==> src/inc/acr_pkg.sv <==
// Package for the converter digital configuration register bank
package acr_pkg;

	// ************************************************************
	// Register indices (byte address is four times the index)
	// ************************************************************
	localparam logic [7:0] ACR_IDX_STATUS     = 8'h00;
	localparam logic [7:0] ACR_IDX_OFFSET_FIX = 8'h3D;
	localparam logic [7:0] ACR_IDX_WORD_HIGH  = 8'h3F;
	localparam logic [7:0] ACR_IDX_WORD_LOW   = 8'h40;
	localparam logic [7:0] ACR_IDX_BURST_HIGH = 8'h41;
	localparam logic [7:0] ACR_IDX_DIGITAL    = 8'h42;
	localparam logic [7:0] ACR_IDX_BURST_PAIR = 8'h44;
	localparam logic [7:0] ACR_IDX_OVR_POWER  = 8'h45;
	localparam logic [7:0] ACR_IDX_SLOW_A     = 8'h4A;
	localparam logic [7:0] ACR_IDX_SLOW_B     = 8'h62;
	localparam logic [7:0] ACR_IDX_SLOW_D     = 8'h7A;
	localparam logic [7:0] ACR_IDX_SLOW_C     = 8'h92;
	localparam logic [7:0] ACR_IDX_SKEW_AB    = 8'hA9;
	localparam logic [7:0] ACR_IDX_SKEW_CD    = 8'hAC;

	// ************************************************************
	// Writable bit masks; reserved bits store nothing and read zero
	// ************************************************************
	localparam logic [7:0] ACR_MASK_OFFSET_FIX = 8'h20;
	localparam logic [7:0] ACR_MASK_WORD_HIGH  = 8'h3F;
	localparam logic [7:0] ACR_MASK_WORD_LOW   = 8'hFF;
	localparam logic [7:0] ACR_MASK_BURST_HIGH = 8'h1F;
	localparam logic [7:0] ACR_MASK_DIGITAL    = 8'h8F;
	localparam logic [7:0] ACR_MASK_BURST_PAIR = 8'hC5;
	localparam logic [7:0] ACR_MASK_OVR_POWER  = 8'h0D;
	localparam logic [7:0] ACR_MASK_SLOW       = 8'h01;
	localparam logic [7:0] ACR_MASK_SKEW_AB    = 8'h0F;
	localparam logic [7:0] ACR_MASK_SKEW_CD    = 8'h78;
	localparam logic [7:0] ACR_RESET_VALUE     = 8'h00;

	// ************************************************************
	// Field positions
	// ************************************************************
	localparam int ACR_POS_OFFSET_FIX_SEL = 5;
	localparam int ACR_POS_HIGH_EXP_LSB   = 1;
	localparam int ACR_POS_AUTO_BURST     = 0;
	localparam int ACR_POS_FEATURE_GATE   = 3;
	localparam int ACR_POS_BOOST_BAND     = 2;
	localparam int ACR_POS_LOW_EXP_LSB    = 0;
	localparam int ACR_POS_PAIR_CD        = 7;
	localparam int ACR_POS_PAIR_AB        = 6;
	localparam int ACR_POS_RANGE_FLAG_ON  = 2;
	localparam int ACR_POS_BOOST_DISABLE  = 0;
	localparam int ACR_POS_BOOST_OVERRIDE = 7;
	localparam int ACR_POS_OVR_SOURCE     = 3;
	localparam int ACR_POS_GLOBAL_PD      = 2;
	localparam int ACR_POS_PIN_ROLE       = 0;
	localparam int ACR_POS_SKEW_AB_LSB    = 0;
	localparam int ACR_POS_SKEW_CD_LSB    = 3;

	// ************************************************************
	// Counts and timing
	// ************************************************************
	localparam logic [4:0]  ACR_HIGH_EXP_BASE    = 5'h0A;
	localparam logic [4:0]  ACR_LOW_EXP_BASE     = 5'h0D;
	localparam logic [10:0] ACR_MID_CODE         = 11'h3FF;
	localparam int          ACR_CLK_MHZ          = 200;
	localparam int          ACR_DEEP_WAKE_US     = 100;
	localparam int          ACR_STANDBY_WAKE_US  = 10;
	localparam int          ACR_DEEP_WAKE_CYC    = ACR_DEEP_WAKE_US * ACR_CLK_MHZ;
	localparam int          ACR_STANDBY_WAKE_CYC = ACR_STANDBY_WAKE_US * ACR_CLK_MHZ;

	// ************************************************************
	// Types
	// ************************************************************
	typedef enum logic [3:0] {
		ACR_PWR_RUN     = 4'h1,
		ACR_PWR_STANDBY = 4'h2,
		ACR_PWR_DOWN    = 4'h4,
		ACR_PWR_WAKE    = 4'h8
	} acr_pwr_state_t;

	typedef struct packed {
		logic [13:0] data;
		logic        ovr_fast;
		logic        ovr_normal;
	} acr_sample_t;

	// Output clock skew in ps for each four-bit delay code
	function automatic logic signed [10:0] acr_skew_ps(input logic [3:0] code);
		case (code)
			4'h0: acr_skew_ps = 11'sd0;
			4'h1: acr_skew_ps = -11'sd30;
			4'h2: acr_skew_ps = 11'sd70;
			4'h3: acr_skew_ps = 11'sd30;
			4'h4: acr_skew_ps = -11'sd150;
			4'h5: acr_skew_ps = -11'sd180;
			4'h6: acr_skew_ps = -11'sd70;
			4'h7: acr_skew_ps = -11'sd110;
			4'h8: acr_skew_ps = 11'sd270;
			4'h9: acr_skew_ps = 11'sd230;
			4'hA: acr_skew_ps = 11'sd340;
			4'hB: acr_skew_ps = 11'sd300;
			4'hC: acr_skew_ps = 11'sd140;
			4'hD: acr_skew_ps = 11'sd110;
			4'hE: acr_skew_ps = 11'sd200;
			default: acr_skew_ps = 11'sd170;
		endcase
	endfunction

endpackage

==> src/hw/acr_config_regs.sv <==
// Digital back-end configuration register bank with APB slave and control outputs
//
// Chosen here: register access over APB.
`timescale 1ns/1ps
`default_nettype none
// Behaviour
// - All writable registers reset to zero; status reads ready
// - Select bit plus gate enables offset correction
// - Fourteen-bit user word split high/low
// - High count is two to ten-plus-exponent
// - Bit zero auto-enables burst mode
// - Low count two to thirteen-plus-exponents
// - Feature gate enables gain and correction
// - Band select: zero 90, one 45 MHz
// - Pair bits enable burst per pair
// - Burst flag replaces data LSB
// - Boost disable only under pin override
// - Override picks register or pin boost
// - Source select: fast or normal overrange
// - Global power down, slow wake
// - Shutdown pin role: standby or power-down
// - All slow bits allow slow clock
// - Separate skew codes per channel pair
// - Skew code maps through fixed table
// - Eleven-bit pattern uses word bits 13..3

module acr_config_regs
	import acr_pkg::*;
#(
	parameter int DEEP_WAKE_CYCLES    = ACR_DEEP_WAKE_CYC,
	parameter int STANDBY_WAKE_CYCLES = ACR_STANDBY_WAKE_CYC
) (
	input  wire logic               sys_clk_in,
	input  wire logic               sys_rst_in,
	input  wire logic               psel_in,
	input  wire logic               penable_in,
	input  wire logic               pwrite_in,
	input  wire logic [11:0]        paddr_in,
	input  wire logic [31:0]        pwdata_in,
	input  wire logic [3:0]         pstrb_in,
	output logic      [31:0]        prdata_out,
	output logic                    pready_out,
	output logic                    pslverr_out,
	input  wire logic               boost_pin_in,
	input  wire logic               shutdown_pin_in,
	input  wire acr_sample_t        sample_in [4],
	output logic      [13:0]        sample_data_out [4],
	output logic      [3:0]         overrange_flag_out,
	output logic                    offset_fix_active_out,
	output logic      [10:0]        offset_mid_code_out,
	output logic                    gain_enable_out,
	output logic      [13:0]        user_word_out,
	output logic      [10:0]        user_word_short_out,
	output logic                    burst_auto_enable_out,
	output logic      [25:0]        high_sample_count_out,
	output logic      [31:0]        low_sample_count_out,
	output logic                    wide_capture_pair_ab_out,
	output logic                    wide_capture_pair_cd_out,
	output logic                    boost_active_out,
	output logic                    boost_band_45_out,
	output logic                    converter_ready_out,
	output logic                    standby_out,
	output logic                    power_down_out,
	output logic                    slow_clock_mode_out,
	output logic      [3:0]         pair_ab_clkout_skew_out,
	output logic      [3:0]         pair_cd_clkout_skew_out,
	output logic signed [10:0]      pair_ab_skew_ps_out,
	output logic signed [10:0]      pair_cd_skew_ps_out
);

	// ************************************************************
	// Register storage
	// ************************************************************
	logic [7:0] offset_fix_control_reg;
	logic [7:0] user_word_high_reg;
	logic [7:0] user_word_low_reg;
	logic [7:0] burst_high_count_config_reg;
	logic [7:0] digital_feature_config_reg;
	logic [7:0] burst_pair_control_reg;
	logic [7:0] overrange_power_control_reg;
	logic [7:0] slow_clock_bit_a_reg;
	logic [7:0] slow_clock_bit_b_reg;
	logic [7:0] slow_clock_bit_d_reg;
	logic [7:0] slow_clock_bit_c_reg;
	logic [7:0] pair_ab_clock_skew_reg;
	logic [7:0] pair_cd_clock_skew_reg;

	logic [31:0] prdata_reg;
	logic        pready_reg;
	logic        pslverr_reg;

	logic [7:0]  reg_index;
	logic        addr_ok;
	logic        mapped;
	logic        bus_error;
	logic        setup_phase;
	logic        write_fire;
	logic [7:0]  wr_byte;
	logic [7:0]  rd_byte;

	// ************************************************************
	// APB address decode
	// ************************************************************
	assign reg_index   = paddr_in[9:2];
	assign addr_ok     = (paddr_in[11:10] == 2'h0) && (paddr_in[1:0] == 2'h0);
	assign setup_phase = psel_in && !penable_in;
	assign wr_byte     = pwdata_in[7:0];

	always_comb begin
		mapped  = 1'b1;
		rd_byte = 8'h00;
		case (reg_index)
			ACR_IDX_STATUS:     rd_byte = {4'h0, slow_clock_mode_out, power_down_out, standby_out,
				converter_ready_out};
			ACR_IDX_OFFSET_FIX: rd_byte = offset_fix_control_reg;
			ACR_IDX_WORD_HIGH:  rd_byte = user_word_high_reg;
			ACR_IDX_WORD_LOW:   rd_byte = user_word_low_reg;
			ACR_IDX_BURST_HIGH: rd_byte = burst_high_count_config_reg;
			ACR_IDX_DIGITAL:    rd_byte = digital_feature_config_reg;
			ACR_IDX_BURST_PAIR: rd_byte = burst_pair_control_reg;
			ACR_IDX_OVR_POWER:  rd_byte = overrange_power_control_reg;
			ACR_IDX_SLOW_A:     rd_byte = slow_clock_bit_a_reg;
			ACR_IDX_SLOW_B:     rd_byte = slow_clock_bit_b_reg;
			ACR_IDX_SLOW_D:     rd_byte = slow_clock_bit_d_reg;
			ACR_IDX_SLOW_C:     rd_byte = slow_clock_bit_c_reg;
			ACR_IDX_SKEW_AB:    rd_byte = pair_ab_clock_skew_reg;
			ACR_IDX_SKEW_CD:    rd_byte = pair_cd_clock_skew_reg;
			default:            mapped  = 1'b0;
		endcase
	end

	// Status is read-only, so a write to it is answered with an error
	assign bus_error  = !addr_ok || !mapped || (pwrite_in && (reg_index == ACR_IDX_STATUS));
	assign write_fire = psel_in && penable_in && pready_reg && pwrite_in && !bus_error && pstrb_in[0];

	// ************************************************************
	// APB answer: one wait-free access phase after each setup
	// ************************************************************
	always_ff @(posedge sys_clk_in) begin
		if (sys_rst_in) begin
			pready_reg  <= 1'b0;
			pslverr_reg <= 1'b0;
			prdata_reg  <= 32'h0000_0000;
		end else begin
			pready_reg  <= setup_phase;
			pslverr_reg <= setup_phase && bus_error;
			prdata_reg  <= (setup_phase && !pwrite_in && !bus_error) ? {24'h00_0000, rd_byte} : 32'h0000_0000;
		end
	end

	// ************************************************************
	// Register writes
	// ************************************************************
	always_ff @(posedge sys_clk_in) begin
		if (sys_rst_in) begin
			offset_fix_control_reg      <= ACR_RESET_VALUE;
			user_word_high_reg          <= ACR_RESET_VALUE;
			user_word_low_reg           <= ACR_RESET_VALUE;
			burst_high_count_config_reg <= ACR_RESET_VALUE;
			digital_feature_config_reg  <= ACR_RESET_VALUE;
			burst_pair_control_reg      <= ACR_RESET_VALUE;
			overrange_power_control_reg <= ACR_RESET_VALUE;
			slow_clock_bit_a_reg        <= ACR_RESET_VALUE;
			slow_clock_bit_b_reg        <= ACR_RESET_VALUE;
			slow_clock_bit_d_reg        <= ACR_RESET_VALUE;
			slow_clock_bit_c_reg        <= ACR_RESET_VALUE;
			pair_ab_clock_skew_reg      <= ACR_RESET_VALUE;
			pair_cd_clock_skew_reg      <= ACR_RESET_VALUE;
		end else if (write_fire) begin
			// Masking keeps reserved bits at zero even if the host disobeys
			case (reg_index)
				ACR_IDX_OFFSET_FIX: offset_fix_control_reg      <= wr_byte & ACR_MASK_OFFSET_FIX;
				ACR_IDX_WORD_HIGH:  user_word_high_reg          <= wr_byte & ACR_MASK_WORD_HIGH;
				ACR_IDX_WORD_LOW:   user_word_low_reg           <= wr_byte & ACR_MASK_WORD_LOW;
				ACR_IDX_BURST_HIGH: burst_high_count_config_reg <= wr_byte & ACR_MASK_BURST_HIGH;
				ACR_IDX_DIGITAL:    digital_feature_config_reg  <= wr_byte & ACR_MASK_DIGITAL;
				ACR_IDX_BURST_PAIR: burst_pair_control_reg      <= wr_byte & ACR_MASK_BURST_PAIR;
				ACR_IDX_OVR_POWER:  overrange_power_control_reg <= wr_byte & ACR_MASK_OVR_POWER;
				ACR_IDX_SLOW_A:     slow_clock_bit_a_reg        <= wr_byte & ACR_MASK_SLOW;
				ACR_IDX_SLOW_B:     slow_clock_bit_b_reg        <= wr_byte & ACR_MASK_SLOW;
				ACR_IDX_SLOW_D:     slow_clock_bit_d_reg        <= wr_byte & ACR_MASK_SLOW;
				ACR_IDX_SLOW_C:     slow_clock_bit_c_reg        <= wr_byte & ACR_MASK_SLOW;
				ACR_IDX_SKEW_AB:    pair_ab_clock_skew_reg      <= wr_byte & ACR_MASK_SKEW_AB;
				ACR_IDX_SKEW_CD:    pair_cd_clock_skew_reg      <= wr_byte & ACR_MASK_SKEW_CD;
				default: ;
			endcase
		end
	end

	// ************************************************************
	// Field extraction
	// ************************************************************
	logic       offset_fix_select;
	logic       feature_gate;
	logic [3:0] high_count_exponent;
	logic [1:0] low_count_exponent;
	logic       wide_capture_range_flag_on;
	logic       boost_disable;
	logic       boost_pin_override;
	logic       overrange_source_select;
	logic       global_power_down;
	logic       shutdown_pin_role;
	logic [3:0] slow_clock_bits;
	logic [3:0] pair_ab_clkout_skew;
	logic [3:0] pair_cd_clkout_skew;
	logic [1:0] pair_burst;

	assign offset_fix_select          = offset_fix_control_reg[ACR_POS_OFFSET_FIX_SEL];
	assign feature_gate               = digital_feature_config_reg[ACR_POS_FEATURE_GATE];
	assign high_count_exponent        = burst_high_count_config_reg[ACR_POS_HIGH_EXP_LSB +: 4];
	assign low_count_exponent         = digital_feature_config_reg[ACR_POS_LOW_EXP_LSB +: 2];
	assign wide_capture_range_flag_on = burst_pair_control_reg[ACR_POS_RANGE_FLAG_ON];
	assign boost_disable              = burst_pair_control_reg[ACR_POS_BOOST_DISABLE];
	assign overrange_source_select    = overrange_power_control_reg[ACR_POS_OVR_SOURCE];
	assign global_power_down          = overrange_power_control_reg[ACR_POS_GLOBAL_PD];
	assign shutdown_pin_role          = overrange_power_control_reg[ACR_POS_PIN_ROLE];
	assign slow_clock_bits            = {slow_clock_bit_d_reg[0], slow_clock_bit_c_reg[0],
		slow_clock_bit_b_reg[0], slow_clock_bit_a_reg[0]};
	assign pair_ab_clkout_skew        = pair_ab_clock_skew_reg[ACR_POS_SKEW_AB_LSB +: 4];
	assign pair_cd_clkout_skew        = pair_cd_clock_skew_reg[ACR_POS_SKEW_CD_LSB +: 4];
	assign pair_burst                 = {burst_pair_control_reg[ACR_POS_PAIR_CD],
		burst_pair_control_reg[ACR_POS_PAIR_AB]};
	// The override bit's own register lies outside this bank, so it is kept in the digital register here
	assign boost_pin_override         = digital_feature_config_reg[ACR_POS_BOOST_OVERRIDE];

	// ************************************************************
	// Feature controls
	// ************************************************************
	always_ff @(posedge sys_clk_in) begin
		if (sys_rst_in) begin
			offset_fix_active_out <= 1'b0;
			offset_mid_code_out   <= 11'h000;
			gain_enable_out       <= 1'b0;
			boost_band_45_out     <= 1'b0;
			boost_active_out      <= 1'b0;
		end else begin
			offset_fix_active_out <= offset_fix_select && feature_gate;
			offset_mid_code_out   <= (offset_fix_select && feature_gate) ? ACR_MID_CODE : 11'h000;
			gain_enable_out       <= feature_gate;
			boost_band_45_out     <= digital_feature_config_reg[ACR_POS_BOOST_BAND];
			// Register disable matters only once the pin is overridden
			boost_active_out      <= boost_pin_override ? !boost_disable : boost_pin_in;
		end
	end

	// ************************************************************
	// Test word, burst counts and slow clock mode
	// ************************************************************
	always_ff @(posedge sys_clk_in) begin
		if (sys_rst_in) begin
			user_word_out            <= 14'h0000;
			user_word_short_out      <= 11'h000;
			burst_auto_enable_out    <= 1'b0;
			high_sample_count_out    <= 26'h000_0000;
			low_sample_count_out     <= 32'h0000_0000;
			wide_capture_pair_ab_out <= 1'b0;
			wide_capture_pair_cd_out <= 1'b0;
			slow_clock_mode_out      <= 1'b0;
		end else begin
			user_word_out         <= {user_word_high_reg[5:0], user_word_low_reg};
			user_word_short_out   <= {user_word_high_reg[5:0], user_word_low_reg[7:3]};
			burst_auto_enable_out <= burst_high_count_config_reg[ACR_POS_AUTO_BURST];
			high_sample_count_out <= 26'h000_0001 << (ACR_HIGH_EXP_BASE + {1'b0, high_count_exponent});
			low_sample_count_out  <= 32'h0000_0001 << (ACR_LOW_EXP_BASE + {1'b0, high_count_exponent}
				+ {3'h0, low_count_exponent});
			wide_capture_pair_ab_out <= pair_burst[0];
			wide_capture_pair_cd_out <= pair_burst[1];
			slow_clock_mode_out      <= &slow_clock_bits;
		end
	end

	// ************************************************************
	// Output clock skew
	// ************************************************************
	always_ff @(posedge sys_clk_in) begin
		if (sys_rst_in) begin
			pair_ab_clkout_skew_out <= 4'h0;
			pair_cd_clkout_skew_out <= 4'h0;
			pair_ab_skew_ps_out     <= 11'sd0;
			pair_cd_skew_ps_out     <= 11'sd0;
		end else begin
			pair_ab_clkout_skew_out <= pair_ab_clkout_skew;
			pair_cd_clkout_skew_out <= pair_cd_clkout_skew;
			pair_ab_skew_ps_out     <= acr_skew_ps(pair_ab_clkout_skew);
			pair_cd_skew_ps_out     <= acr_skew_ps(pair_cd_clkout_skew);
		end
	end

	// ************************************************************
	// Per-channel data and overrange flag insertion
	// ************************************************************
	genvar ch;
	generate
		for (ch = 0; ch < 4; ch++) begin : g_chan
			logic flag;
			logic insert;
			assign flag   = overrange_source_select ? sample_in[ch].ovr_normal : sample_in[ch].ovr_fast;
			// Channels 0,1 form pair AB and 2,3 pair CD
			assign insert = pair_burst[ch / 2] && wide_capture_range_flag_on;
			always_ff @(posedge sys_clk_in) begin
				if (sys_rst_in) begin
					sample_data_out[ch]    <= 14'h0000;
					overrange_flag_out[ch] <= 1'b0;
				end else begin
					overrange_flag_out[ch] <= flag;
					sample_data_out[ch]    <= insert ? {sample_in[ch].data[13:1], flag}
						: sample_in[ch].data;
				end
			end
		end
	endgenerate

	// ************************************************************
	// Power state and wake timing
	// ************************************************************
	acr_pwr_state_t pwr_state_reg;
	acr_pwr_state_t pwr_state_next;
	logic [31:0]    wake_count_reg;
	logic [31:0]    wake_count_next;
	logic           deep_request;
	logic           standby_request;

	assign deep_request    = global_power_down || (shutdown_pin_in && shutdown_pin_role);
	assign standby_request = shutdown_pin_in && !shutdown_pin_role;

	always_comb begin
		pwr_state_next  = pwr_state_reg;
		wake_count_next = wake_count_reg;
		case (pwr_state_reg)
			ACR_PWR_RUN: begin
				if (deep_request) begin
					pwr_state_next = ACR_PWR_DOWN;
				end else if (standby_request) begin
					pwr_state_next = ACR_PWR_STANDBY;
				end
			end
			ACR_PWR_STANDBY: begin
				if (deep_request) begin
					pwr_state_next = ACR_PWR_DOWN;
				end else if (!standby_request) begin
					pwr_state_next  = ACR_PWR_WAKE;
					wake_count_next = 32'(STANDBY_WAKE_CYCLES - 1);
				end
			end
			ACR_PWR_DOWN: begin
				if (!deep_request) begin
					pwr_state_next  = ACR_PWR_WAKE;
					wake_count_next = 32'(DEEP_WAKE_CYCLES - 1);
				end
			end
			ACR_PWR_WAKE: begin
				if (deep_request) begin
					pwr_state_next = ACR_PWR_DOWN;
				end else if (standby_request) begin
					pwr_state_next = ACR_PWR_STANDBY;
				end else if (wake_count_reg == 32'h0000_0000) begin
					pwr_state_next = ACR_PWR_RUN;
				end else begin
					wake_count_next = wake_count_reg - 32'h0000_0001;
				end
			end
			default: pwr_state_next = ACR_PWR_RUN;
		endcase
	end

	always_ff @(posedge sys_clk_in) begin
		if (sys_rst_in) begin
			pwr_state_reg       <= ACR_PWR_RUN;
			wake_count_reg      <= 32'h0000_0000;
			converter_ready_out <= 1'b1;
			standby_out         <= 1'b0;
			power_down_out      <= 1'b0;
		end else begin
			pwr_state_reg       <= pwr_state_next;
			wake_count_reg      <= wake_count_next;
			converter_ready_out <= (pwr_state_next == ACR_PWR_RUN);
			standby_out         <= (pwr_state_next == ACR_PWR_STANDBY);
			power_down_out      <= (pwr_state_next == ACR_PWR_DOWN);
		end
	end

	assign prdata_out  = prdata_reg;
	assign pready_out  = pready_reg;
	assign pslverr_out = pslverr_reg;

endmodule // acr_config_regs
`default_nettype wire

==> config.mk <==
export PLATFORM = sky130hd
export DESIGN_NAME = acr_config_regs
export DESIGN_NICKNAME = d
export VERILOG_FILES = /design/src/inc/acr_pkg.sv /design/src/hw/acr_config_regs.sv
export SDC_FILE = /design/constraint.sdc
export NUM_CORES = 1
export LEC_CHECK = 0
export ABC_CLOCK_PERIOD_IN_PS = 7050
export BUFFER_PORTS_ARGS = -buffer_cell sky130_fd_sc_hd__buf_2
export CORE_UTILIZATION = 54
export CTS_CLUSTER_DIAMETER = 40
export DETAILED_ROUTE_END_ITERATION = 7
export PLACE_DENSITY = 0.88
export SETUP_SLACK_MARGIN = 0.3
export SLEW_MARGIN = 20
export SYNTH_ARGS = -nofsm -noshare
export SYNTH_HDL_FRONTEND = slang
export SYNTH_SLANG_ARGS = --single-unit
==> constraint.sdc <==
create_clock -name sys_clk_in -period 7.05 [get_ports sys_clk_in]
set_input_delay 0.3525 -clock sys_clk_in [delete_from_list [all_inputs] [get_ports sys_clk_in]]
set_output_delay 0.3525 -clock sys_clk_in [all_outputs]
set_load 0.02 [all_outputs]
==> results of run 1 <==
-- path summary, 6_finish.rpt --
path | start | to | slack (ns) | cells past startpoint
max | wake_count_reg[0] | wake_count_reg[24] | 4.24 | 7
min | sample_in[21] | sample_data_out[17] | 0.05 | 2
max reg2reg | wake_count_reg[0] | wake_count_reg[24] | 4.24 | 7
min reg2reg | wake_count_reg[18] | wake_count_reg[18] | 0.46 | 2
-- cell type report --
type	instances	area (sq um)
clock buffers	42	963.4
clock inverters	21	276.5
repair buffers	302	1540
well taps	229	286.5
inverters	23	86.33
flip-flops and latches	259	5185
diodes	1	2.502
multi-input cells	733	4249
fillers	1344	5435
-- kinds of logic after synthesis --
family / after synthesis
DFF: 259
muxes: 26
xor gates and xnor gates: 11
AOI/OAI and AO/OA: 166
other: 1
adders and majority gates: 16
buffers and inverters: 129
and+or+nand+nor: 479
-- synthesized netlist by cell type (5+ instances only) --
library cell,number,area (sq um)
nor4_1,19,118.9
inv_1,23,86.33
buf_1,5,18.77
nand4_1,9,56.30
mux2i_1,23,230.2
buf_4,51,382.9
clkbuf_1,45,168.9
o31ai_1,14,105.1
nand2_1,117,439.2
nor3_1,35,175.2
a31oi_1,13,81.33
xor2_1,5,43.79
o21ai_0,39,195.2
a22oi_1,6,45.04
a222oi_1,6,60.06
ha_1,15,187.7
a211oi_1,5,37.54
nand2b_1,24,150.1
a21oi_1,58,290.3
or3_1,13,81.33
nor2b_1,76,475.5
a311oi_1,7,61.31
xnor2_1,6,52.55
nand3_1,35,175.2
dfxtp_1,259,5185
or4_1,14,105.1
or2_2,5,31.28
nor2_1,97,364.1
and2_1,5,31.28
-- power by group through the flow --
| stage | combinational, mW | sequential (mW) | clock [mW] |
|---|---|---|---|
| 3_3_place_gp | 0.338 | 1.56 | 0 |
| 5_1_grt | 0.383 | 1.53 | 1.92 |
| 2_1_floorplan | 0.231 | 1.58 | 0 |
| 3_5_place_dp | 0.346 | 1.56 | 0 |
| 6_report | 0.352 | 1.53 | 1.83 |
| 4_1_cts | 0.349 | 1.53 | 1.85 |
-- metal layers --
metal  track usage  wire length [um]  vias up
li1              -                 -     4220
met1        0.3089              9893     4184
met2        0.5071             14340      417
met3       0.05300              1939       73
met4        0.1139               926        0
met5             0                 0        -
==> qor.csv, run 1 <==
metric;value;unit
Hold WS;0.05016;ns
share of cells above drive strength 1;0.2761;
GP Congestion;0.9402;
total net switching power;0.9106;mW
Post-Synth XOR/XNOR Area;0.009645;
post-route ant nets;0;
Post-synth EDFFs;0;
Hold WC Path Type;input port to register;
Max-cap violations;0;
Crit Path Category;register to register;
Fmax achieved;355.4;MHz
mux contribution to synthesized area;0.02869;
Clock power frac;0.493;
H-tree Lvls;2;
DRC errors left;0;
total negative slack;0;ns
die area;19050;sq um
Post-Syn Area;9988;sq um
total number of vias;8894;
Initial Util;0.5541;
crit start category;register;
share of flip-flops with an asynchronous set or reset;0;
cell area after placement;11340;sq um
YS warnings;0;
DP HPWL;18690;um
most frequent cells in the layout;292 x buf_2, 259 x dfxtp_1, 117 x nand2_1;
Skew-Pair Late Insertion Delay;0.52;ns
post-synthesis sequential area ratio;0.5191;
sw frac;0.2455;
fin crit period;2.814;ns
Final Cycle Share;0.3991;
leakage;5.563;nW
Adder-Cell Fraction of Synth Area;0.02079;
initial antenna violation count;1;
Non-Filler Instances;1610;
RSZ-0062 raised after global routing;false;
Power Density;294.6;nW/um^2
deepest clock path buffer count;3;
Seq cells post-synth;259;
Int Pwr;2.798;mW
main combinational cell family by area after synthesis;simple AND/OR/NAND/NOR gates;
TritonCTS clock tree;built;
critical path's slowest cell;or4b_2;
max incr delay on CP;0.65;ns
Layout Utilization;0.6985;
Synth Area in Simple Gates;0.2500;
pre-CTS WS;3.995;ns
Comb power frac;0.095;
Core ar.;18020;sq um
largest net degree at the start of global routing;84;
First DRT Iteration DRCs;636;
Final Setup Violations;0;
Final nets;1489;
DP Cell Count;1545;
Tot Pwr;3.709;mW
top-level I/O count;348;
CP required;7.47;ns
hold_buf cts;0;
FP Rows;49;
post-synthesis compound-gate area fraction;0.1025;
sequential power share;0.413;
WL/cell;16.83;um
Post-Syn Instances;1087;
WP data arrival;3.23;ns
Root Buffer Master;clkbuf_16;
drt via density;5.524;
Post-synth top flop;dfxtp_1;
Worst-path clk slew;0.06;ns
crit-path cells;inv_1, ha_1, or4b_2, nor2_1, nand3_1, or4_1, a21oi_1;
Area Overhead vs Synth;26.04;%
Buf+Inv Stages, Crit Path;1;
Yosys cell types;60;
Max FO, Critical Path;7;
endpoint class of the critical path;register;
Finished Cell Area;12590;sq um
fin. max-slew vios;0;
vias in the first global route;8452;
syn avg cell area;9.189;sq um
number of flip-flops in the largest register;56;
Setup Skew;0.02897;ns
I/O Buffers;293;
Tot GR Track Use;0.2754;
Num CTS Buffers;35;
setup repair bufs after CTS;0;
Worst path top cell family by delay;simple AND/OR/NAND/NOR gates;
Max rail drop VDD;0.2344;mV
first-pass GRT wire length;42830;um
final hold violations;0;
die height;138.0;um
Detailed Route WL;27100;um
CTS sink cnt;259;
outcome;complete, no violations;
CTS resizes;0;
Final WS setup;4.236;ns
grt total ovfl;0;
slew margin rel.;0.3117;
most common cell after layout, fill and taps aside;buf_2;
Pre-antenna DRT Iters;6;
Slew @ Worst Pin;1.023;ns
Die Wd;138.0;um
Power figures use the tool's default switching activity.
==> inputs of run 2 (changes only) <==
--- a/config.mk
+++ b/config.mk
@@ -5,12 +5,13 @@
 export SDC_FILE = /design/constraint.sdc
 export NUM_CORES = 1
 export LEC_CHECK = 0
-export ABC_CLOCK_PERIOD_IN_PS = 7050
+export ABC_AREA = 1
+export ABC_CLOCK_PERIOD_IN_PS = 2820
 export BUFFER_PORTS_ARGS = -buffer_cell sky130_fd_sc_hd__buf_2
-export CORE_UTILIZATION = 54
+export CORE_UTILIZATION = 51
 export CTS_CLUSTER_DIAMETER = 40
 export DETAILED_ROUTE_END_ITERATION = 7
-export PLACE_DENSITY = 0.88
+export PLACE_DENSITY = 0.83
 export SETUP_SLACK_MARGIN = 0.3
 export SLEW_MARGIN = 20
 export SYNTH_ARGS = -nofsm -noshare
==> constraint.sdc (replaced) <==
create_clock -name sys_clk_in -period 2.82 [get_ports sys_clk_in]
set_input_delay 0.141 -clock sys_clk_in [delete_from_list [all_inputs] [get_ports sys_clk_in]]
set_output_delay 0.141 -clock sys_clk_in [all_outputs]
set_load 0.02 [all_outputs]
==> run 2 against run 1 <==
Net effect:
- sequential share of layout area is 4.0 points lower
- register-to-register slack worse by 3.7 ns
- first-iteration DRC count rose by 15%
- setup slack got worse by 3.7 ns
==> qor.csv, run 2 <==
metric;value;unit
outcome;complete, no violations;
die height;146.1;um
reg-to-reg startpoint;burst_high_count_config_reg[1];
Yosys cell types;46;
number of flip-flops in the largest register;56;
setup repair bufs after CTS;0;
post-synthesis sequential area ratio;0.4900;
RSZ-0062 raised after global routing;false;
worst reg2reg path depth;6;
drt via density;4.942;
Max-cap violations;0;
Worst path top cell family by delay;adder cells;
slew margin rel.;0.4368;
# diodes;0;
DRC errors left;0;
Hold WS;0.01167;ns
WL/cell;13.97;um
mux contribution to synthesized area;0.004729;
Post-Syn Area;10580;sq um
Synth Area in Simple Gates;0.2892;
DP HPWL;19400;um
Hold WC Path Type;input port to register;
crit start category;register;
Post-Synth XOR/XNOR Area;0.01407;
YS warnings;0;
Core ar.;20300;sq um
Final nets;1887;
top-count cell post-synth;nor2_1;
Final Cycle Share;0.8264;
total number of vias;10122;
Post-synth top flop;dfxtp_1;
top-level I/O count;348;
final hold violations;0;
grt total ovfl;0;
TritonCTS clock tree;built;
GP Congestion;0.9184;
fin. max-slew vios;0;
Post-synth EDFFs;0;
vias in the first global route;9622;
max incr delay on CP;0.51;ns
I/O Buffers;293;
CTS sink cnt;259;
most frequent cells in the layout;344 x nor2_1, 292 x buf_2, 259 x dfxtp_1;
First DRT Iteration DRCs;729;
Max rail drop VDD;0.5032;mV
first-pass GRT wire length;45960;um
Adder-Cell Fraction of Synth Area;0.01963;
Post-Syn Instances;1395;
CTS resizes;0;
total negative slack;0;ns
Final Setup Violations;0;
deepest clock path buffer count;3;
Detailed Route WL;28610;um
Tot GR Track Use;0.2619;
Setup Skew;0.02721;ns
initial antenna violation count;0;
share of cells above drive strength 1;0.2278;
most common cell after layout, fill and taps aside;nor2_1;
synth cell count leaders;344 x nor2_1, 259 x dfxtp_1, 244 x nand2_1;
Hold Crit Depth;5;
top post-synthesis cells by area;dfxtp_1 49%, nor2_1 12%, nand2_1 8.7%;
Initial Util;0.5213;
Crit Path Category;register to register;
critical path's slowest cell;xnor2_1;
FP Rows;52;
share of flip-flops with an asynchronous set or reset;0;
WP data arrival;2.75;ns
post-synthesis compound-gate area fraction;0.06917;
Die Wd;146.1;um
Seq cells post-synth;259;
Fmax achieved;429.1;MHz
Tot Pwr;9.325;mW
main combinational cell family by area after synthesis;simple AND/OR/NAND/NOR gates;
post-route ant nets;0;
Slew @ Worst Pin;0.8409;ns
Layout Utilization;0.6873;
Worst-path clk slew;0.06;ns
leakage;7.242;nW
hold_buf cts;73;
Max FO, Critical Path;10;
CP required;3.24;ns
largest net degree at the start of global routing;52;
critical path launch point;burst_high_count_config_reg[1];
Pre-antenna DRT Iters;5;
Area Overhead vs Synth;31.83;%
fin crit period;2.331;ns
top-area cell type share of the netlist area;0.4900;
syn avg cell area;7.586;sq um
Non-Filler Instances;2048;
Root Buffer Master;clkbuf_16;
die area;21330;sq um
post-synth top area cell;dfxtp_1;
crit-path cells;inv_2, ha_1, fa_1, xnor2_1, nand3_1, nor3_1;
Power Density;668.4;nW/um^2
Num CTS Buffers;35;
H-tree Lvls;2;
endpoint class of the critical path;register;
DP Cell Count;1912;
Buf+Inv Stages, Crit Path;1;
cell depth of the worst setup path;6;
hold path start;paddr_in[0];
Skew-Pair Late Insertion Delay;0.51;ns
[run 2: cell count changes after synthesis, sizes merged, moves of 16 or more]
cell / delta
inv: +141
nand4: +18
nand2b: -24
clkbuf: -20
nand2: +131
or4: -16
mux2i: -18
nor2b: -76
nor2: +263
[run 2: final cells by class]
cell class	instances	area [sq um]
clock buffers	44	991.0
fillers	1626	6349
repair buffers	376	2275
flip-flops and latches	259	5185
clock inverters	19	209.0
well taps	270	337.8
inverters	166	623.1
multi-input cells	914	4330
[run 2: per-stage QoR]
step	setup WS, ns	instance area (sq um)
floorplan	0.7582	10710
global placement	0.6386	12020
detailed placement	0.5920	12020
CTS	0.5327	13950
global route	0.3505	13950
finish	0.4895	13950
[run 2: kinds of logic after synthesis]
group	count (synthesis)
simple gates	709
flops	259
buf+inv	256
compound gates	132
xor+xnor	17
fa+ha+maj	16
mux	5
other cells	1
[run 2: worst paths after layout]
| kind | end | slack, ns |
|---|---|---|
| hold / removal | pslverr_out | 0.01 |
| setup reg to reg | low_sample_count_out[25] | 0.49 |
| hold reg to reg | wake_count_reg[0] | 0.46 |
| setup / recovery | low_sample_count_out[25] | 0.49 |
[run 2: where the power goes]
group,switching [mW],total (mW),leakage [nW],internal [mW]
Clock,1.65,4.37,0.588,2.72
Combinational,0.736,1.16,4.55,0.420
Sequential,0.0488,3.80,2.11,3.75
[run 2: metal layers]
layer,wire (um),global-route usage
met5,0,0
met4,905,0.1036
met3,1979,0.05281
met2,14160,0.4682
met1,11570,0.3068
[run 2: worst reg2reg max path, stage by stage (launching register included)]
cell	delay, ns
dfxtp_1	0.48
inv_2	0.16
ha_1	0.26
fa_1	0.42
xnor2_1	0.51
nand3_1	0.18
nor3_1	0.23
